$ cat src/ocd_consts.svh
// Constants for the opcode decode and cycle-timing block.
// Assumes inclusion by bare name from the package and the decoder.
`ifndef OCD_CONSTS_SVH
`define OCD_CONSTS_SVH

// Prefix bytes that switch code pages
`define OCD_PFX_B          8'h42
`define OCD_PFX_X          8'h89

// Register indices on the plain register port
`define OCD_REG_STATUS     3'h0
`define OCD_REG_DPB        3'h1
`define OCD_REG_DBANK      3'h2
`define OCD_REG_PBANK      3'h3
`define OCD_REG_CYCLES     3'h4
`define OCD_REG_DECODE     3'h5

// Status word field positions
`define OCD_ST_C           0
`define OCD_ST_Z           1
`define OCD_ST_I           2
`define OCD_ST_D           3
`define OCD_ST_X           4
`define OCD_ST_M           5
`define OCD_ST_V           6
`define OCD_ST_N           7
`define OCD_ST_IPL_LO      8
`define OCD_ST_IPL_HI      10
`define OCD_ST_MASK        16'h07ff
`define OCD_ST_RESET       16'h0004

// Cycle figures
`define OCD_PUSH_BASE      20'h0000c
`define OCD_PUSH_WIDE      20'h00002
`define OCD_PUSH_BANK      20'h00001
`define OCD_PULL_BASE      20'h0000e
`define OCD_PULL_REG       20'h00003
`define OCD_PULL_DPB       20'h00004
`define OCD_MOVE_BASE      20'h00009
`define OCD_MOVE_STEP      20'h00007
`define OCD_MOVE_ODD       20'h00005
`define OCD_DIV_WIDE       20'h00010
`define OCD_MUL_WIDE       20'h00008
`define OCD_BRANCH_TAKEN   20'h00002
`define OCD_DP_PENALTY     20'h00001
`define OCD_CYC_SIMPLE     20'h00002
`define OCD_CYC_MEM        20'h00004
`define OCD_CYC_BRANCH     20'h00004
`define OCD_CYC_MUL        20'h00010
`define OCD_CYC_DIV        20'h00019
`define OCD_CYC_ROT        20'h00006

`endif

$ cat src/ocd_pkg.sv
// Types for the opcode decode and cycle-timing block.
// Assumes the constants header sits in the same folder.
package ocd_pkg;
    `include "ocd_consts.svh"

    typedef enum logic [3:0] {
        OCD_UNDEF, OCD_ALU, OCD_IMM_ACC, OCD_IMM_IDX, OCD_BIT_MEM,
        OCD_BRANCH, OCD_PUSH, OCD_PULL, OCD_MOVE, OCD_MUL, OCD_DIV,
        OCD_SWAP, OCD_ROT, OCD_LDT, OCD_OTHER
    } ocd_class_t;

    typedef logic [19:0] ocd_cyc_t;

    typedef struct packed {
        logic [15:0] status;
        logic [15:0] dpb;
        logic [7:0]  dbank;
        logic [7:0]  pbank;
        logic [15:0] rdata;
        logic        dvalid;
        logic [1:0]  page;
        ocd_class_t  cls;
        logic        acc_b;
        logic [2:0]  len;
        ocd_cyc_t    cycles;
        logic        undef;
        logic [23:0] addr;
        logic [15:0] disp;
    } ocd_state_t;
endpackage

$ cat src/ocd_decoder.sv
// Opcode decoder with instruction length and cycle-cost calculation.
// Assumes the fetch queue presents up to four bytes at once with a valid
// strobe, and that status/bank registers are written over the plain port.
//
// Chosen here: the register offsets and the strobed register port.
`include "ocd_consts.svh"

module ocd_decoder
    import ocd_pkg::*;
(
    // Clock and reset
    input  wire logic        i_clk,
    input  wire logic        i_srst,
    // Register port
    input  wire logic [2:0]  i_addr,
    input  wire logic [15:0] i_wdata,
    input  wire logic        i_wr_en,
    input  wire logic        i_rd_en,
    output logic      [15:0] o_rdata,
    // Instruction bytes from the fetch queue
    input  wire logic        i_dec_valid,
    input  wire logic [7:0]  i_op0,
    input  wire logic [7:0]  i_op1,
    input  wire logic [7:0]  i_op2,
    input  wire logic [7:0]  i_op3,
    // Execution conditions
    input  wire logic        i_taken,
    input  wire logic [15:0] i_move_count,
    input  wire logic [1:0]  i_queue_short,
    input  wire logic        i_addr_odd,
    input  wire logic        i_byte_bus,
    // Decode result
    output logic             o_dec_valid,
    output logic      [1:0]  o_page,
    output ocd_class_t       o_class,
    output logic             o_acc_b,
    output logic      [2:0]  o_length,
    output ocd_cyc_t         o_cycles,
    output logic             o_undefined,
    output logic      [23:0] o_addr24,
    output logic      [15:0] o_disp,
    output logic      [15:0] o_status
);

    ocd_state_t st;
    ocd_state_t next_st;

    logic       pfx;
    logic [7:0] code;
    logic [7:0] lo_b;
    logic [7:0] hi_b;
    logic [3:0] row;
    logic [3:0] col;
    logic       alu_col;
    logic       dir_mode;
    logic       flag_m;
    logic       flag_x;
    logic [2:0] len;
    ocd_class_t cls;
    ocd_cyc_t   base;
    ocd_cyc_t   total;
    ocd_cyc_t   n_wide;
    ocd_cyc_t   n_bank;
    ocd_cyc_t   n_pull;
    ocd_cyc_t   half;

    // Flags that steer operand length come straight from the status word
    assign flag_m = st.status[`OCD_ST_M];
    assign flag_x = st.status[`OCD_ST_X];

    // Byte selection: a prefix shifts the code and operands by one byte
    always_comb
    begin
        pfx  = (i_op0 == `OCD_PFX_B) || (i_op0 == `OCD_PFX_X);
        code = pfx ? i_op1 : i_op0;
        lo_b = pfx ? i_op2 : i_op1;
        hi_b = pfx ? i_op3 : i_op2;
        row  = code[7:4];
        col  = code[3:0];
        // Odd columns carry the accumulator forms; B and the blank 89 slot excluded
        alu_col = col[0] && (col != 4'hb) && !(row == 4'h8 && col == 4'h9);
    end

    // Class, length and base cost of the presented instruction
    always_comb
    begin
        cls      = OCD_OTHER;
        len      = 3'd1;
        base     = `OCD_CYC_SIMPLE;
        dir_mode = 1'b0;
        if (i_op0 == `OCD_PFX_X)
        begin
            // Multiply, divide and miscellaneous page
            cls = OCD_UNDEF;
            if ((alu_col || (col == 4'h2 && row[0])) && row <= 4'h3)
            begin
                cls  = row[1] ? OCD_DIV : OCD_MUL;
                base = row[1] ? `OCD_CYC_DIV : `OCD_CYC_MUL;
                // Operand bytes follow the accumulator forms of the plain page
                case (col)
                    4'h1, 4'h2, 4'h5, 4'h7:
                    begin
                        len      = 3'd2;
                        dir_mode = 1'b1;
                    end
                    4'h3:    len = 3'd2;
                    4'h9:    len = (row[0] || !flag_m) ? 3'd3 : 3'd2;
                    4'hd:    len = 3'd3;
                    default: len = 3'd4;
                endcase
            end
            else if (code == 8'h28)
            begin
                cls = OCD_SWAP;
            end
            else if (code == 8'h49)
            begin
                cls  = OCD_ROT;
                len  = flag_m ? 3'd2 : 3'd3;
                base = `OCD_CYC_ROT;
            end
            else if (code == 8'hc2)
            begin
                cls = OCD_LDT;
                len = 3'd2;
            end
        end
        else if (alu_col)
        begin
            // Accumulator operations on either page
            cls  = OCD_ALU;
            base = `OCD_CYC_MEM;
            case (col)
                4'h1, 4'h5, 4'h7:
                begin
                    len      = 3'd2;
                    dir_mode = 1'b1;
                end
                4'h3:    len = 3'd2;
                4'h9:    len = row[0] ? 3'd3 : 3'd2;
                4'hd:    len = 3'd3;
                4'hf:    len = 3'd4;
                default: len = 3'd1;
            endcase
            if (col == 4'h9 && !row[0])
            begin
                cls  = OCD_IMM_ACC;
                base = `OCD_CYC_SIMPLE;
                len  = flag_m ? 3'd2 : 3'd3;
            end
        end
        else if (i_op0 == `OCD_PFX_B)
        begin
            // B-specific transfers and the column-2 accumulator forms; every other slot here is blank
            case (code)
                8'h0a, 8'h1a, 8'h2a, 8'h3a, 8'h4a, 8'h6a, 8'h1b, 8'h3b,
                8'h5b, 8'h7b, 8'h48, 8'h68, 8'h8a, 8'h98, 8'ha8, 8'haa:
                    cls = OCD_OTHER;
                8'h12, 8'h32, 8'h52, 8'h72, 8'h92, 8'hb2, 8'hd2, 8'hf2:
                begin
                    cls      = OCD_ALU;
                    len      = 3'd2;
                    base     = `OCD_CYC_MEM;
                    dir_mode = 1'b1;
                end
                default:
                    cls = OCD_UNDEF;
            endcase
        end
        else
        begin
            // Unprefixed page, non-accumulator slots
            case (code)
                8'h12, 8'h32, 8'h52, 8'h72, 8'h92, 8'hb2, 8'hd2, 8'hf2:
                begin
                    cls      = OCD_ALU;
                    len      = 3'd2;
                    base     = `OCD_CYC_MEM;
                    dir_mode = 1'b1;
                end
                8'h10, 8'h30, 8'h50, 8'h70, 8'h80, 8'h90, 8'hb0, 8'hd0, 8'hf0:
                begin
                    cls  = OCD_BRANCH;
                    len  = 3'd2;
                    base = `OCD_CYC_BRANCH;
                end
                8'h82:
                begin
                    cls  = OCD_BRANCH;
                    len  = 3'd3;
                    base = `OCD_CYC_BRANCH;
                end
                8'ha0, 8'ha2, 8'hc0, 8'he0:
                begin
                    cls = OCD_IMM_IDX;
                    len = flag_x ? 3'd2 : 3'd3;
                end
                8'h04, 8'h14:
                begin
                    cls      = OCD_BIT_MEM;
                    len      = flag_m ? 3'd3 : 3'd4;
                    base     = `OCD_CYC_MEM;
                    dir_mode = 1'b1;
                end
                8'h24, 8'h34:
                begin
                    cls      = OCD_BIT_MEM;
                    len      = flag_m ? 3'd4 : 3'd5;
                    base     = `OCD_CYC_MEM;
                    dir_mode = 1'b1;
                end
                8'h0c, 8'h1c:
                begin
                    cls  = OCD_BIT_MEM;
                    len  = flag_m ? 3'd4 : 3'd5;
                    base = `OCD_CYC_MEM;
                end
                8'h2c, 8'h3c:
                begin
                    cls  = OCD_BIT_MEM;
                    len  = flag_m ? 3'd5 : 3'd6;
                    base = `OCD_CYC_MEM;
                end
                8'heb:
                begin
                    cls = OCD_PUSH;
                    len = 3'd2;
                end
                8'hfb:
                begin
                    cls = OCD_PULL;
                    len = 3'd2;
                end
                8'h44, 8'h54:
                begin
                    cls = OCD_MOVE;
                    len = 3'd3;
                end
                default:
                    cls = OCD_OTHER;
            endcase
        end
        if (pfx)
        begin
            len = len + 3'd1;
        end
    end

    // Register counts: mask bits 0-3 A,B,X,Y; 4 direct page; 5 data bank;
    // 6 program bank; 7 status
    always_comb
    begin
        n_wide = ocd_cyc_t'(lo_b[0]) + ocd_cyc_t'(lo_b[1]) + ocd_cyc_t'(lo_b[2])
               + ocd_cyc_t'(lo_b[3]) + ocd_cyc_t'(lo_b[4]) + ocd_cyc_t'(lo_b[7]);
        n_bank = ocd_cyc_t'(lo_b[5]) + ocd_cyc_t'(lo_b[6]);
        n_pull = ocd_cyc_t'(lo_b[0]) + ocd_cyc_t'(lo_b[1]) + ocd_cyc_t'(lo_b[2])
               + ocd_cyc_t'(lo_b[3]) + ocd_cyc_t'(lo_b[5]) + ocd_cyc_t'(lo_b[7]);
        half   = ocd_cyc_t'(i_move_count[15:1]);
    end

    // Cycle total: class cost, then the direct-page and bus adjustments
    always_comb
    begin
        case (cls)
            OCD_PUSH:   total = `OCD_PUSH_BASE + n_wide * `OCD_PUSH_WIDE
                              + n_bank * `OCD_PUSH_BANK;
            OCD_PULL:   total = `OCD_PULL_BASE + n_pull * `OCD_PULL_REG
                              + (lo_b[4] ? `OCD_PULL_DPB : 20'h00000);
            OCD_MOVE:   total = `OCD_MOVE_BASE + half * `OCD_MOVE_STEP
                              + (i_move_count[0] ? `OCD_MOVE_ODD : 20'h00000);
            OCD_MUL:    total = base + (flag_m ? 20'h00000 : `OCD_MUL_WIDE);
            OCD_DIV:    total = base + (flag_m ? 20'h00000 : `OCD_DIV_WIDE);
            OCD_BRANCH: total = base + (i_taken ? `OCD_BRANCH_TAKEN : 20'h00000);
            default:    total = base;
        endcase
        if (dir_mode && st.dpb[7:0] != 8'h00)
        begin
            total = total + `OCD_DP_PENALTY;
        end
        // Base figures assume a full queue, even address and word-wide bus
        total = total + ocd_cyc_t'(i_queue_short) + ocd_cyc_t'(i_addr_odd)
              + ocd_cyc_t'(i_byte_bus);
    end

    // Next-state: register port and the decode result latch
    always_comb
    begin
        next_st        = st;
        next_st.rdata  = 16'h0000;
        next_st.dvalid = 1'b0;
        if (i_wr_en)
        begin
            case (i_addr)
                `OCD_REG_STATUS: next_st.status = i_wdata & `OCD_ST_MASK;
                `OCD_REG_DPB:    next_st.dpb    = i_wdata;
                `OCD_REG_DBANK:  next_st.dbank  = i_wdata[7:0];
                `OCD_REG_PBANK:  next_st.pbank  = i_wdata[7:0];
                default:         next_st.dpb    = st.dpb;
            endcase
        end
        if (i_rd_en)
        begin
            case (i_addr)
                `OCD_REG_STATUS: next_st.rdata = st.status;
                `OCD_REG_DPB:    next_st.rdata = st.dpb;
                `OCD_REG_DBANK:  next_st.rdata = {8'h00, st.dbank};
                `OCD_REG_PBANK:  next_st.rdata = {8'h00, st.pbank};
                `OCD_REG_CYCLES: next_st.rdata = st.cycles[15:0];
                `OCD_REG_DECODE: next_st.rdata = {st.undef, st.acc_b, st.page,
                                                  1'b0, st.len, 4'h0, st.cls};
                default:         next_st.rdata = 16'h0000;
            endcase
        end
        if (i_dec_valid)
        begin
            next_st.dvalid = 1'b1;
            next_st.page   = (i_op0 == `OCD_PFX_B) ? 2'd1 :
                             (i_op0 == `OCD_PFX_X) ? 2'd2 : 2'd0;
            next_st.acc_b  = (i_op0 == `OCD_PFX_B);
            next_st.cls    = cls;
            next_st.len    = len;
            next_st.cycles = total;
            next_st.undef  = (cls == OCD_UNDEF);
            next_st.addr   = {st.dbank, hi_b, lo_b};
            // Short form sign-extends one byte, long form takes two
            next_st.disp   = (len == 3'd3) ? {hi_b, lo_b}
                                           : {{8{lo_b[7]}}, lo_b};
        end
    end

    // State register
    always_ff @(posedge i_clk)
    begin
        if (i_srst)
        begin
            st        <= '0;
            st.status <= `OCD_ST_RESET;
            st.cls    <= OCD_UNDEF;
        end
        else
        begin
            st <= next_st;
        end
    end

    // Outputs straight from flip-flops
    assign o_rdata     = st.rdata;
    assign o_dec_valid = st.dvalid;
    assign o_page      = st.page;
    assign o_class     = st.cls;
    assign o_acc_b     = st.acc_b;
    assign o_length    = st.len;
    assign o_cycles    = st.cycles;
    assign o_undefined = st.undef;
    assign o_addr24    = st.addr;
    assign o_disp      = st.disp;
    assign o_status    = st.status;

    // Checks on page selection, accumulator choice, immediate length, costs and status read
    chk_page_b_select: assert property (@(posedge i_clk) disable iff (i_srst)
        i_dec_valid && i_op0 == 8'h42 |=> o_page == 2'd1 && o_dec_valid)
        else $error("prefix 42 did not select page 1");
    chk_page_x_select: assert property (@(posedge i_clk) disable iff (i_srst)
        i_dec_valid && i_op0 == 8'h89 |=> o_page == 2'd2)
        else $error("prefix 89 did not select page 2");
    chk_acc_choice: assert property (@(posedge i_clk) disable iff (i_srst)
        i_dec_valid |=> o_acc_b == ($past(i_op0) == 8'h42))
        else $error("accumulator choice wrong");
    chk_imm_length: assert property (@(posedge i_clk) disable iff (i_srst)
        i_dec_valid && i_op0 == 8'ha9 && !flag_m && !i_wr_en |=> o_length == 3'd3)
        else $error("16-bit immediate length wrong");
    chk_branch_taken: assert property (@(posedge i_clk) disable iff (i_srst)
        i_dec_valid && i_op0 == 8'h80 && i_taken && i_queue_short == 2'd0
        && !i_addr_odd && !i_byte_bus |=> o_cycles == 20'd6)
        else $error("taken branch cost wrong");
    chk_push_cost: assert property (@(posedge i_clk) disable iff (i_srst)
        i_dec_valid && i_op0 == 8'heb && i_op1 == 8'h61 && i_queue_short == 2'd0
        && !i_addr_odd && !i_byte_bus |=> o_cycles == 20'd16)
        else $error("push cost wrong");
    chk_pull_cost: assert property (@(posedge i_clk) disable iff (i_srst)
        i_dec_valid && i_op0 == 8'hfb && i_op1 == 8'h11 && i_queue_short == 2'd0
        && !i_addr_odd && !i_byte_bus |=> o_cycles == 20'd21)
        else $error("pull cost wrong");
    chk_move_odd: assert property (@(posedge i_clk) disable iff (i_srst)
        i_dec_valid && i_op0 == 8'h54 && i_move_count == 16'h0005
        && i_queue_short == 2'd0 && !i_addr_odd && !i_byte_bus
        |=> o_cycles == 20'd28)
        else $error("odd block move cost wrong");
    chk_div_wide: assert property (@(posedge i_clk) disable iff (i_srst)
        i_dec_valid && i_op0 == 8'h89 && i_op1 == 8'h2d && !flag_m && !i_wr_en
        && i_queue_short == 2'd0 && !i_addr_odd && !i_byte_bus
        |=> o_cycles == `OCD_CYC_DIV + 20'd16)
        else $error("wide divide cost wrong");
    chk_read_latency: assert property (@(posedge i_clk) disable iff (i_srst)
        i_rd_en && i_addr == 3'h0 |=> o_rdata == $past(st.status))
        else $error("status read wrong");

endmodule // ocd_decoder

$ cat config.mk
export PLATFORM = sky130hd
export DESIGN_NAME = ocd_decoder
export DESIGN_NICKNAME = d
export VERILOG_FILES = /design/src/ocd_pkg.sv /design/src/ocd_decoder.sv
export VERILOG_INCLUDE_DIRS = /design/src
export SDC_FILE = /design/constraint.sdc
export NUM_CORES = 1
export LEC_CHECK = 0
export ABC_AREA = 1
export BUFFER_PORTS_ARGS = -buffer_cell sky130_fd_sc_hd__buf_2
export CORE_MARGIN = 2
export CORE_UTILIZATION = 62
export DETAILED_ROUTE_END_ITERATION = 10
export PLACE_DENSITY = 0.93
export SYNTH_ARGS = -nofsm -noshare
export SYNTH_HDL_FRONTEND = slang
export SYNTH_SLANG_ARGS = --single-unit
$ cat constraint.sdc
create_clock -name i_clk -period 16 [get_ports i_clk]
set_input_delay 0.8 -clock i_clk [delete_from_list [all_inputs] [get_ports i_clk]]
set_output_delay 0.8 -clock i_clk [all_outputs]
set_load 0.005 [all_outputs]
==> results of run 1 <==
[cell families after synthesis]
group	share of synthesized area [%]
mux	0.7143
xor+xnor	2.143
buf+inv	16.90
fa+ha+maj	12.37
other cells	0.03823
simple gates	27.76
compound gates	15.18
flops	24.90
[layer usage]
layer	vias up	routed length, µm	track usage, %
li1	4600	-	-
met1	4448	11540	44.13
met2	609	12810	53.22
met3	92	2788	5.330
met4	0	925	13.47
met5	-	0	0
[metrics by stage]
stage / power [µW] / instance area, µm²
2_1_floorplan: 554.2 / 9824
3_3_place_gp: 610.2 / 10060
3_5_place_dp: 621.9 / 10060
4_1_cts: 1058 / 10720
5_1_grt: 1116 / 10720
6_report: 1068 / 10720
[synth_stat cells, types with 3 or more instances]
master	number	area (µm²)
a211oi_1	7	52.55
a21oi_1	81	405.4
a21oi_2	3	26.28
a221oi_1	10	87.58
a22o_1	3	26.28
buf_1	5	18.77
buf_4	102	765.7
clkbuf_1	30	112.6
dfxtp_1	122	2442
fa_1	25	500.5
ha_1	57	713.2
inv_1	181	679.4
inv_2	12	45.04
mux2i_1	7	70.07
nand2_1	216	810.8
nand2_2	29	181.4
nand2_4	10	112.6
nand3_1	70	350.3
nand3_2	7	70.07
nand3b_1	4	30.03
nand4_1	15	93.84
nor2_1	175	656.9
nor2_2	10	62.56
nor2_4	8	90.09
nor3_1	16	80.08
nor4_1	6	37.54
o211ai_1	14	105.1
o21ai_0	104	520.5
o21ai_1	4	20.02
o21bai_1	3	22.52
o221ai_1	11	96.34
o22ai_1	8	50.05
or2_2	8	50.05
xnor2_1	8	70.07
xor2_1	16	140.1
[flip-flops by register name, indices dropped and copies added, names as in the netlist]
name	cells
o_addr24	24
o_class	4
o_cycles	20
o_dec_valid	1
o_disp	8
o_length	3
o_page	2
o_rdata	16
o_status	11
o_undefined	1
st	32
[power groups by stage]
stage	Clock (µW)	Combinational (µW)	Sequential [µW]
finish	441	294	333
global route	452	330	334
CTS	437	290	332
detailed placement	0	284	338
global placement	0	273	337
floorplan	0	221	333
[worst min path at each step]
| stage | startpoint | endpoint | slack [ns] | cells past startpoint |
|---|---|---|---|---|
| after floorplan | o_cycles[19] | o_cycles[19] | 0.42 | 2 |
| after global placement | st[89] | st[89] | 0.44 | 2 |
| after detailed placement | st[89] | st[89] | 0.44 | 2 |
| after CTS | st[95] | st[95] | 0.46 | 2 |
| after global routing | st[94] | st[94] | 0.49 | 2 |
| final | st[95] | st[95] | 0.46 | 2 |
[area by class of cell]
class / instances / area (µm²) / share of cell area [%]
Timing Repair Buffer: 178 / 898.4 / 8.377
Clock inverter: 14 / 231.5 / 2.158
Clock buffer: 18 / 429.2 / 4.002
Tap cell: 211 / 264.0 / 2.462
Multi-Input combinational cell: 957 / 5724 / 53.38
Sequential cell: 122 / 2442 / 22.77
Inverter: 195 / 734.5 / 6.849
[worst max-delay path, delay by kind of cell]
kind | cells | cell delay [ns]
and+or+nand+nor | 17 | 2.29
adders and majority gates | 7 | 2.92
buffers and inverters | 5 | 0.36
xor gates and xnor gates | 1 | 0.18
AOI/OAI and AO/OA | 2 | 0.33
==> qor.tcl, run 1 <==
set qor(cts_inserted_buffers) 17
set qor(holdBufCountCts) 0
set qor(powerDensity_nw_per_um2) 99.55
set qor(detail_route.iter0.violations) 1218
set qor(flow.area_growth_from_synthesis_pct) 9.324
set qor(max_cap_viol_count) 0
set qor(setup_slack_ns) 9.483
set qor(startpoint_type) {primary input}
set qor(setup_tns_ns) 0
set qor(syn-cell-area_um2) 9809
set qor(die_area_um2) 16840
set qor(hold_violations) 0
set qor(wl_per_cell_um) 16.55
set qor(layout.core_utilization_pct) 70.02
set qor(drt_pre_antenna_iters) 6
set qor(ys_ff_latch) 122
set qor(setup_viol) 0
set qor(antenna_found_initial) 0
set qor(route.detailed.vias_per_inst) 5.752
set qor(p_int_uw) 710.9
set qor(worst_setup_path_startpoint) {i_op0[4]}
set qor(wirelength_mm) 28.06
set qor(cts_max_level) 4
set qor(worst-slew-pin-transition_ns) 0.9020
set qor(layout.filler_cells) 1212
set qor(ios) 181
set qor(status) {finished clean}
set qor(worstSetupEndpoint) {o_cycles[17]}
set qor(timing.reg2reg.worst_path_depth) 17
set qor(largest_net_degree_at_the_start_of_global_routing) 96
set qor(static-leakage-power_uw) 0.005444
set qor(vdd_drop_max_mv) 0.08102
set qor(detailedPlace.worstSlack_ns) 9.097
set qor(synthFlopType) {dfxtp_1}
set qor(tritoncts_clock_tree) {built}
set qor(timing.final.crit_share_pct) 40.73
set qor(clkSinkCount) 122
set qor(synthesis.area_per_instance_um2) 6.962
set qor(share_seq_of_total_power_pct) 31.2
set qor(overflow) 0
set qor(place_congestion) 0.9646
set qor(final_cells) 1695
set qor(clk_path_buf_depth) 2
set qor(slowest_delay_ns) 0.53
set qor(antenna_violating_nets_post_route) 0
set qor(worstSkewPairLatency_ns) 0.43
set qor(r2r_start) {st[104]}
set qor(regToRegSetupSlack_ns) 12.52
set qor(antenna-diode-count) 0
set qor(dpl.cell_count) 1663
set qor(mostFrequentLayoutCell) {nand2_1}
set qor(cts.reportedPaths.clkPinSlew_ns) 0.07
set qor(final_nets) 1630
set qor(synth.yosys.seq_area_share_pct) 24.90
set qor(period_minus_ws_final_ns) 6.517
set qor(hold_class) {flop to flop}
set qor(finalHoldWorstSlack_ns) 0.4585
set qor(drc) 0
set qor(post-dp-hpwl_mm) 20.50
set qor(initial_core_util_pct) 64.05
set qor(core_area_um2) 15310
set qor(critPathSlowestCell) {fa_1}
set qor(max_slew_margin_pct) 39.87
set qor(vias) 9749
set qor(die_h_um) 129.8
set qor(rows) 45
set qor(io_buffer_count) 175
set qor(worstSetupPathType) {primary input to flop}
set qor(share_clk_of_total_power_pct) 41.3
set qor(netSwitchingPower_uw) 356.6
set qor(timing.rr.end) {o_cycles[14]}
set qor(dieWidth_um) 129.8
set qor(rsz0062_at_grt) {false}
set qor(timing.final.max_slew_violations) 0
set qor(clock.fmax_mhz) 153.4
set qor(cts_post_setup_buffers_inserted) 0
set qor(layout-drive-gt1-share_pct) 20.49
set qor(clk_root_buffer_cell) {clkbuf_16}
set qor(critPathMaxFanout) 42
set qor(layout_common_cells) {nand2_1, inv_1, nor2_1, buf_2, dfxtp_1}
set qor(postSynth.asyncResetShare_pct) 0
set qor(end_kind) {flop}
set qor(timing.critical_path.arrival_ns) 6.89
set qor(post_synth_num_cell_types) 53
set qor(track_usage_pct) 32.95
set qor(syn_inst) 1409
set qor(ys_warn_count) 0
set qor(global_route_wire_length_before_repair_mm) 44.35
set qor(share_comb_of_total_power_pct) 27.6
set qor(post_cts.resized_instances) 0
set qor(grt_pass1_vias) 9022
set qor(net_switching_share_of_the_total_power_pct) 33.40
set qor(clock_skew_ns) 0.009942
set qor(critPathRequiredTime_ns) 16.37
set qor(synth_edf_count) 0
Power figures use the tool's default switching activity.
==> run 2: changes to the inputs <==
--- a/config.mk
+++ b/config.mk
@@ -9,9 +9,9 @@
 export ABC_AREA = 1
 export BUFFER_PORTS_ARGS = -buffer_cell sky130_fd_sc_hd__buf_2
 export CORE_MARGIN = 2
-export CORE_UTILIZATION = 62
+export CORE_UTILIZATION = 52
 export DETAILED_ROUTE_END_ITERATION = 10
-export PLACE_DENSITY = 0.93
+export PLACE_DENSITY = 0.83
 export SYNTH_ARGS = -nofsm -noshare
 export SYNTH_HDL_FRONTEND = slang
 export SYNTH_SLANG_ARGS = --single-unit
==> constraint.sdc (replaced) <==
create_clock -name i_clk -period 5.21 [get_ports i_clk]
set_input_delay 0.2605 -clock i_clk [delete_from_list [all_inputs] [get_ports i_clk]]
set_output_delay 0.2605 -clock i_clk [all_outputs]
set_load 0.005 [all_outputs]
==> qor.tcl, run 2 (synthesis gave the netlist of run 1 again) <==
set qor(route.detailed.vias_per_inst) 5.384 ;# was 5.752
set qor(min_path_cells) 3 ;# was 2
set qor(hold_violations) 0 ;# unchanged
set qor(drc) 0 ;# unchanged
set qor(rows) 50 ;# was 45
set qor(die_area_um2) 19980 ;# was 16840 µm²
set qor(clkSinkCount) 122 ;# unchanged
set qor(final_nets) 1726 ;# was 1630
set qor(clk_path_buf_depth) 2 ;# unchanged
set qor(clk_root_buffer_cell) {clkbuf_16} ;# unchanged
set qor(io_buffer_count) 175 ;# unchanged
set qor(cts_inserted_buffers) 17 ;# unchanged
set qor(cts.reportedPaths.clkPinSlew_ns) 0.06 ;# was 0.07 ns
set qor(post-dp-hpwl_mm) 21.54 ;# was 20.50 mm
set qor(critPathSlowestCell) {fa_2} ;# was fa_1
set qor(startpoint_type) {primary input} ;# unchanged
set qor(antenna_violating_nets_post_route) 0 ;# unchanged
set qor(max_cap_viol_count) 0 ;# unchanged
set qor(worstSetupPathType) {primary input to flop} ;# unchanged
set qor(place_congestion) 0.9684 ;# was 0.9646
set qor(dieWidth_um) 141.3 ;# was 129.8 µm
set qor(largest_register_ffs) 32 ;# unchanged
set qor(drt_pre_antenna_iters) 7 ;# was 6
set qor(die_h_um) 141.3 ;# was 129.8 µm
set qor(timing.critical_path.arrival_ns) 5.33 ;# was 6.89 ns
set qor(grt_pass1_vias) 9107 ;# was 9022
set qor(worst-slew-pin-transition_ns) 0.7806 ;# was 0.9020 ns
set qor(mostFrequentLayoutCell) {nand2_1} ;# unchanged
set qor(vdd_drop_max_mv) 0.1412 ;# was 0.08102 mV
set qor(hold_class) {primary input to flop} ;# was flop to flop
set qor(critPathRequiredTime_ns) 5.50 ;# was 16.37 ns
set qor(timing.final.crit_share_pct) 96.75
set qor(wirelength_mm) 27.86 ;# was 28.06 mm
set qor(holdBufCountCts) 0 ;# unchanged
set qor(static-leakage-power_uw) 0.005975 ;# was 0.005444 µW
set qor(detail_route.iter0.violations) 946 ;# was 1218
set qor(clock.fmax_mhz) 198.4
set qor(wl_per_cell_um) 15.36 ;# was 16.55 µm
set qor(antenna-diode-count) 0 ;# unchanged
set qor(timing.final.max_slew_violations) 0 ;# unchanged
set qor(max_slew_margin_pct) 47.91 ;# was 39.87%
set qor(register_name_with_the_most_flops) {st} ;# unchanged
set qor(ios) 181 ;# unchanged
set qor(end_kind) {flop} ;# unchanged
set qor(critPathMaxFanout) 7 ;# was 42
set qor(slowest_delay_ns) 0.60 ;# was 0.53 ns
set qor(timing.reg2reg.worst_path_depth) 16 ;# was 17
set qor(clock_skew_ns) 0.005912 ;# was 0.009942 ns
set qor(global_route_wire_length_before_repair_mm) 43.69 ;# was 44.35 mm
set qor(overflow) 0 ;# unchanged
set qor(initial_core_util_pct) 52.79 ;# was 64.05%
set qor(antenna_found_initial) 0 ;# unchanged
set qor(final_cells) 1814 ;# was 1695
set qor(tritoncts_clock_tree) {built} ;# unchanged
set qor(dpl.cell_count) 1775 ;# was 1663
set qor(rsz0062_at_grt) {true} ;# was false
set qor(worstSkewPairLatency_ns) 0.42 ;# was 0.43 ns
set qor(core_area_um2) 18580 ;# was 15310 µm²
set qor(layout.core_utilization_pct) 63.27 ;# was 70.02%
set qor(status) {finished clean} ;# unchanged
set qor(track_usage_pct) 27.05 ;# was 32.95%
set qor(setup_tns_ns) 0 ;# unchanged
set qor(largest_net_degree_at_the_start_of_global_routing) 87 ;# was 96
set qor(setup_viol) 0 ;# unchanged
set qor(crit_top_cell) {nand2_1}
set qor(layout_common_cells) {nand2_1, inv_1, nor2_1} ;# was nand2_1, inv_1, nor2_1, buf_2, dfxtp_1
set qor(layout-drive-gt1-share_pct) 28.29 ;# was 20.49%
set qor(powerDensity_nw_per_um2) 266.6 ;# was 99.55 nW/µm²
set qor(period_minus_ws_final_ns) 5.041
set qor(cts_max_level) 4 ;# unchanged
set qor(flow.area_growth_from_synthesis_pct) 19.83 ;# was 9.324%
set qor(vias) 9766 ;# was 9749
set qor(layout.filler_cells) 1623 ;# was 1212
run 2: metrics by stage:
stage	hold WS [ns]	setup WS (ns)	instance area (µm²)	power, µW
floorplan	0.3868	-0.3698	10040	1726
global placement	0.4271	-0.2855	10930	1970
detailed placement	0.4310	-0.4237	10930	1999
CTS	0.06110	0.01198	11490	3091
global route	0.07769	-0.09295	11760	3312
finish	0.06760	0.1692	11760	3133
run 2: power breakdown:
part / leakage [µW] / switching, µW / internal, µW / total [µW]
Clock: 0.000265 / 449 / 648 / 1100
Combinational: 0.00471 / 589 / 429 / 1020
Sequential: 0.00100 / 36.5 / 982 / 1020
run 2: what timing repair did:
item,CTS,global route
gates resized for setup,0,58
setup endpoints to repair,0,18
buffers inserted,0,7
run 2: cell type report:
type                    count  area [µm²]  area share [%]
clock inverters            12       88.84          0.7557
flip-flops and latches    122        2442           20.78
clock buffers              20       466.7           3.970
repair buffers            274        1693           14.40
well taps                 234       292.8           2.491
multi-input cells         957        5991           50.96
inverters                 195       780.7           6.642
run 2: worst paths after layout:
check	from	endpoint	slack, ns
setup / recovery	i_op0[6]	o_cycles[12]	0.17
hold / removal	i_wdata[11]	st[115]	0.07
setup reg to reg	st[108]	o_cycles[14]	1.89
hold reg to reg	o_cycles[19]	o_cycles[19]	0.44
run 2: worst max-delay path, delay by kind of cell:
kind,cells,cell delay [ns]
compound gates,3,0.27
fa+ha+maj,8,2.97
buf+inv,5,0.30
simple gates,17,1.50
run 2: per-layer routing:
metal	up-vias	GRT usage (%)	wire [µm]
li1	4795	-	-
met1	4482	35.17	11790
met2	423	45.66	13200
met3	66	3.746	1978
met4	0	10.47	887
met5	-	0	0
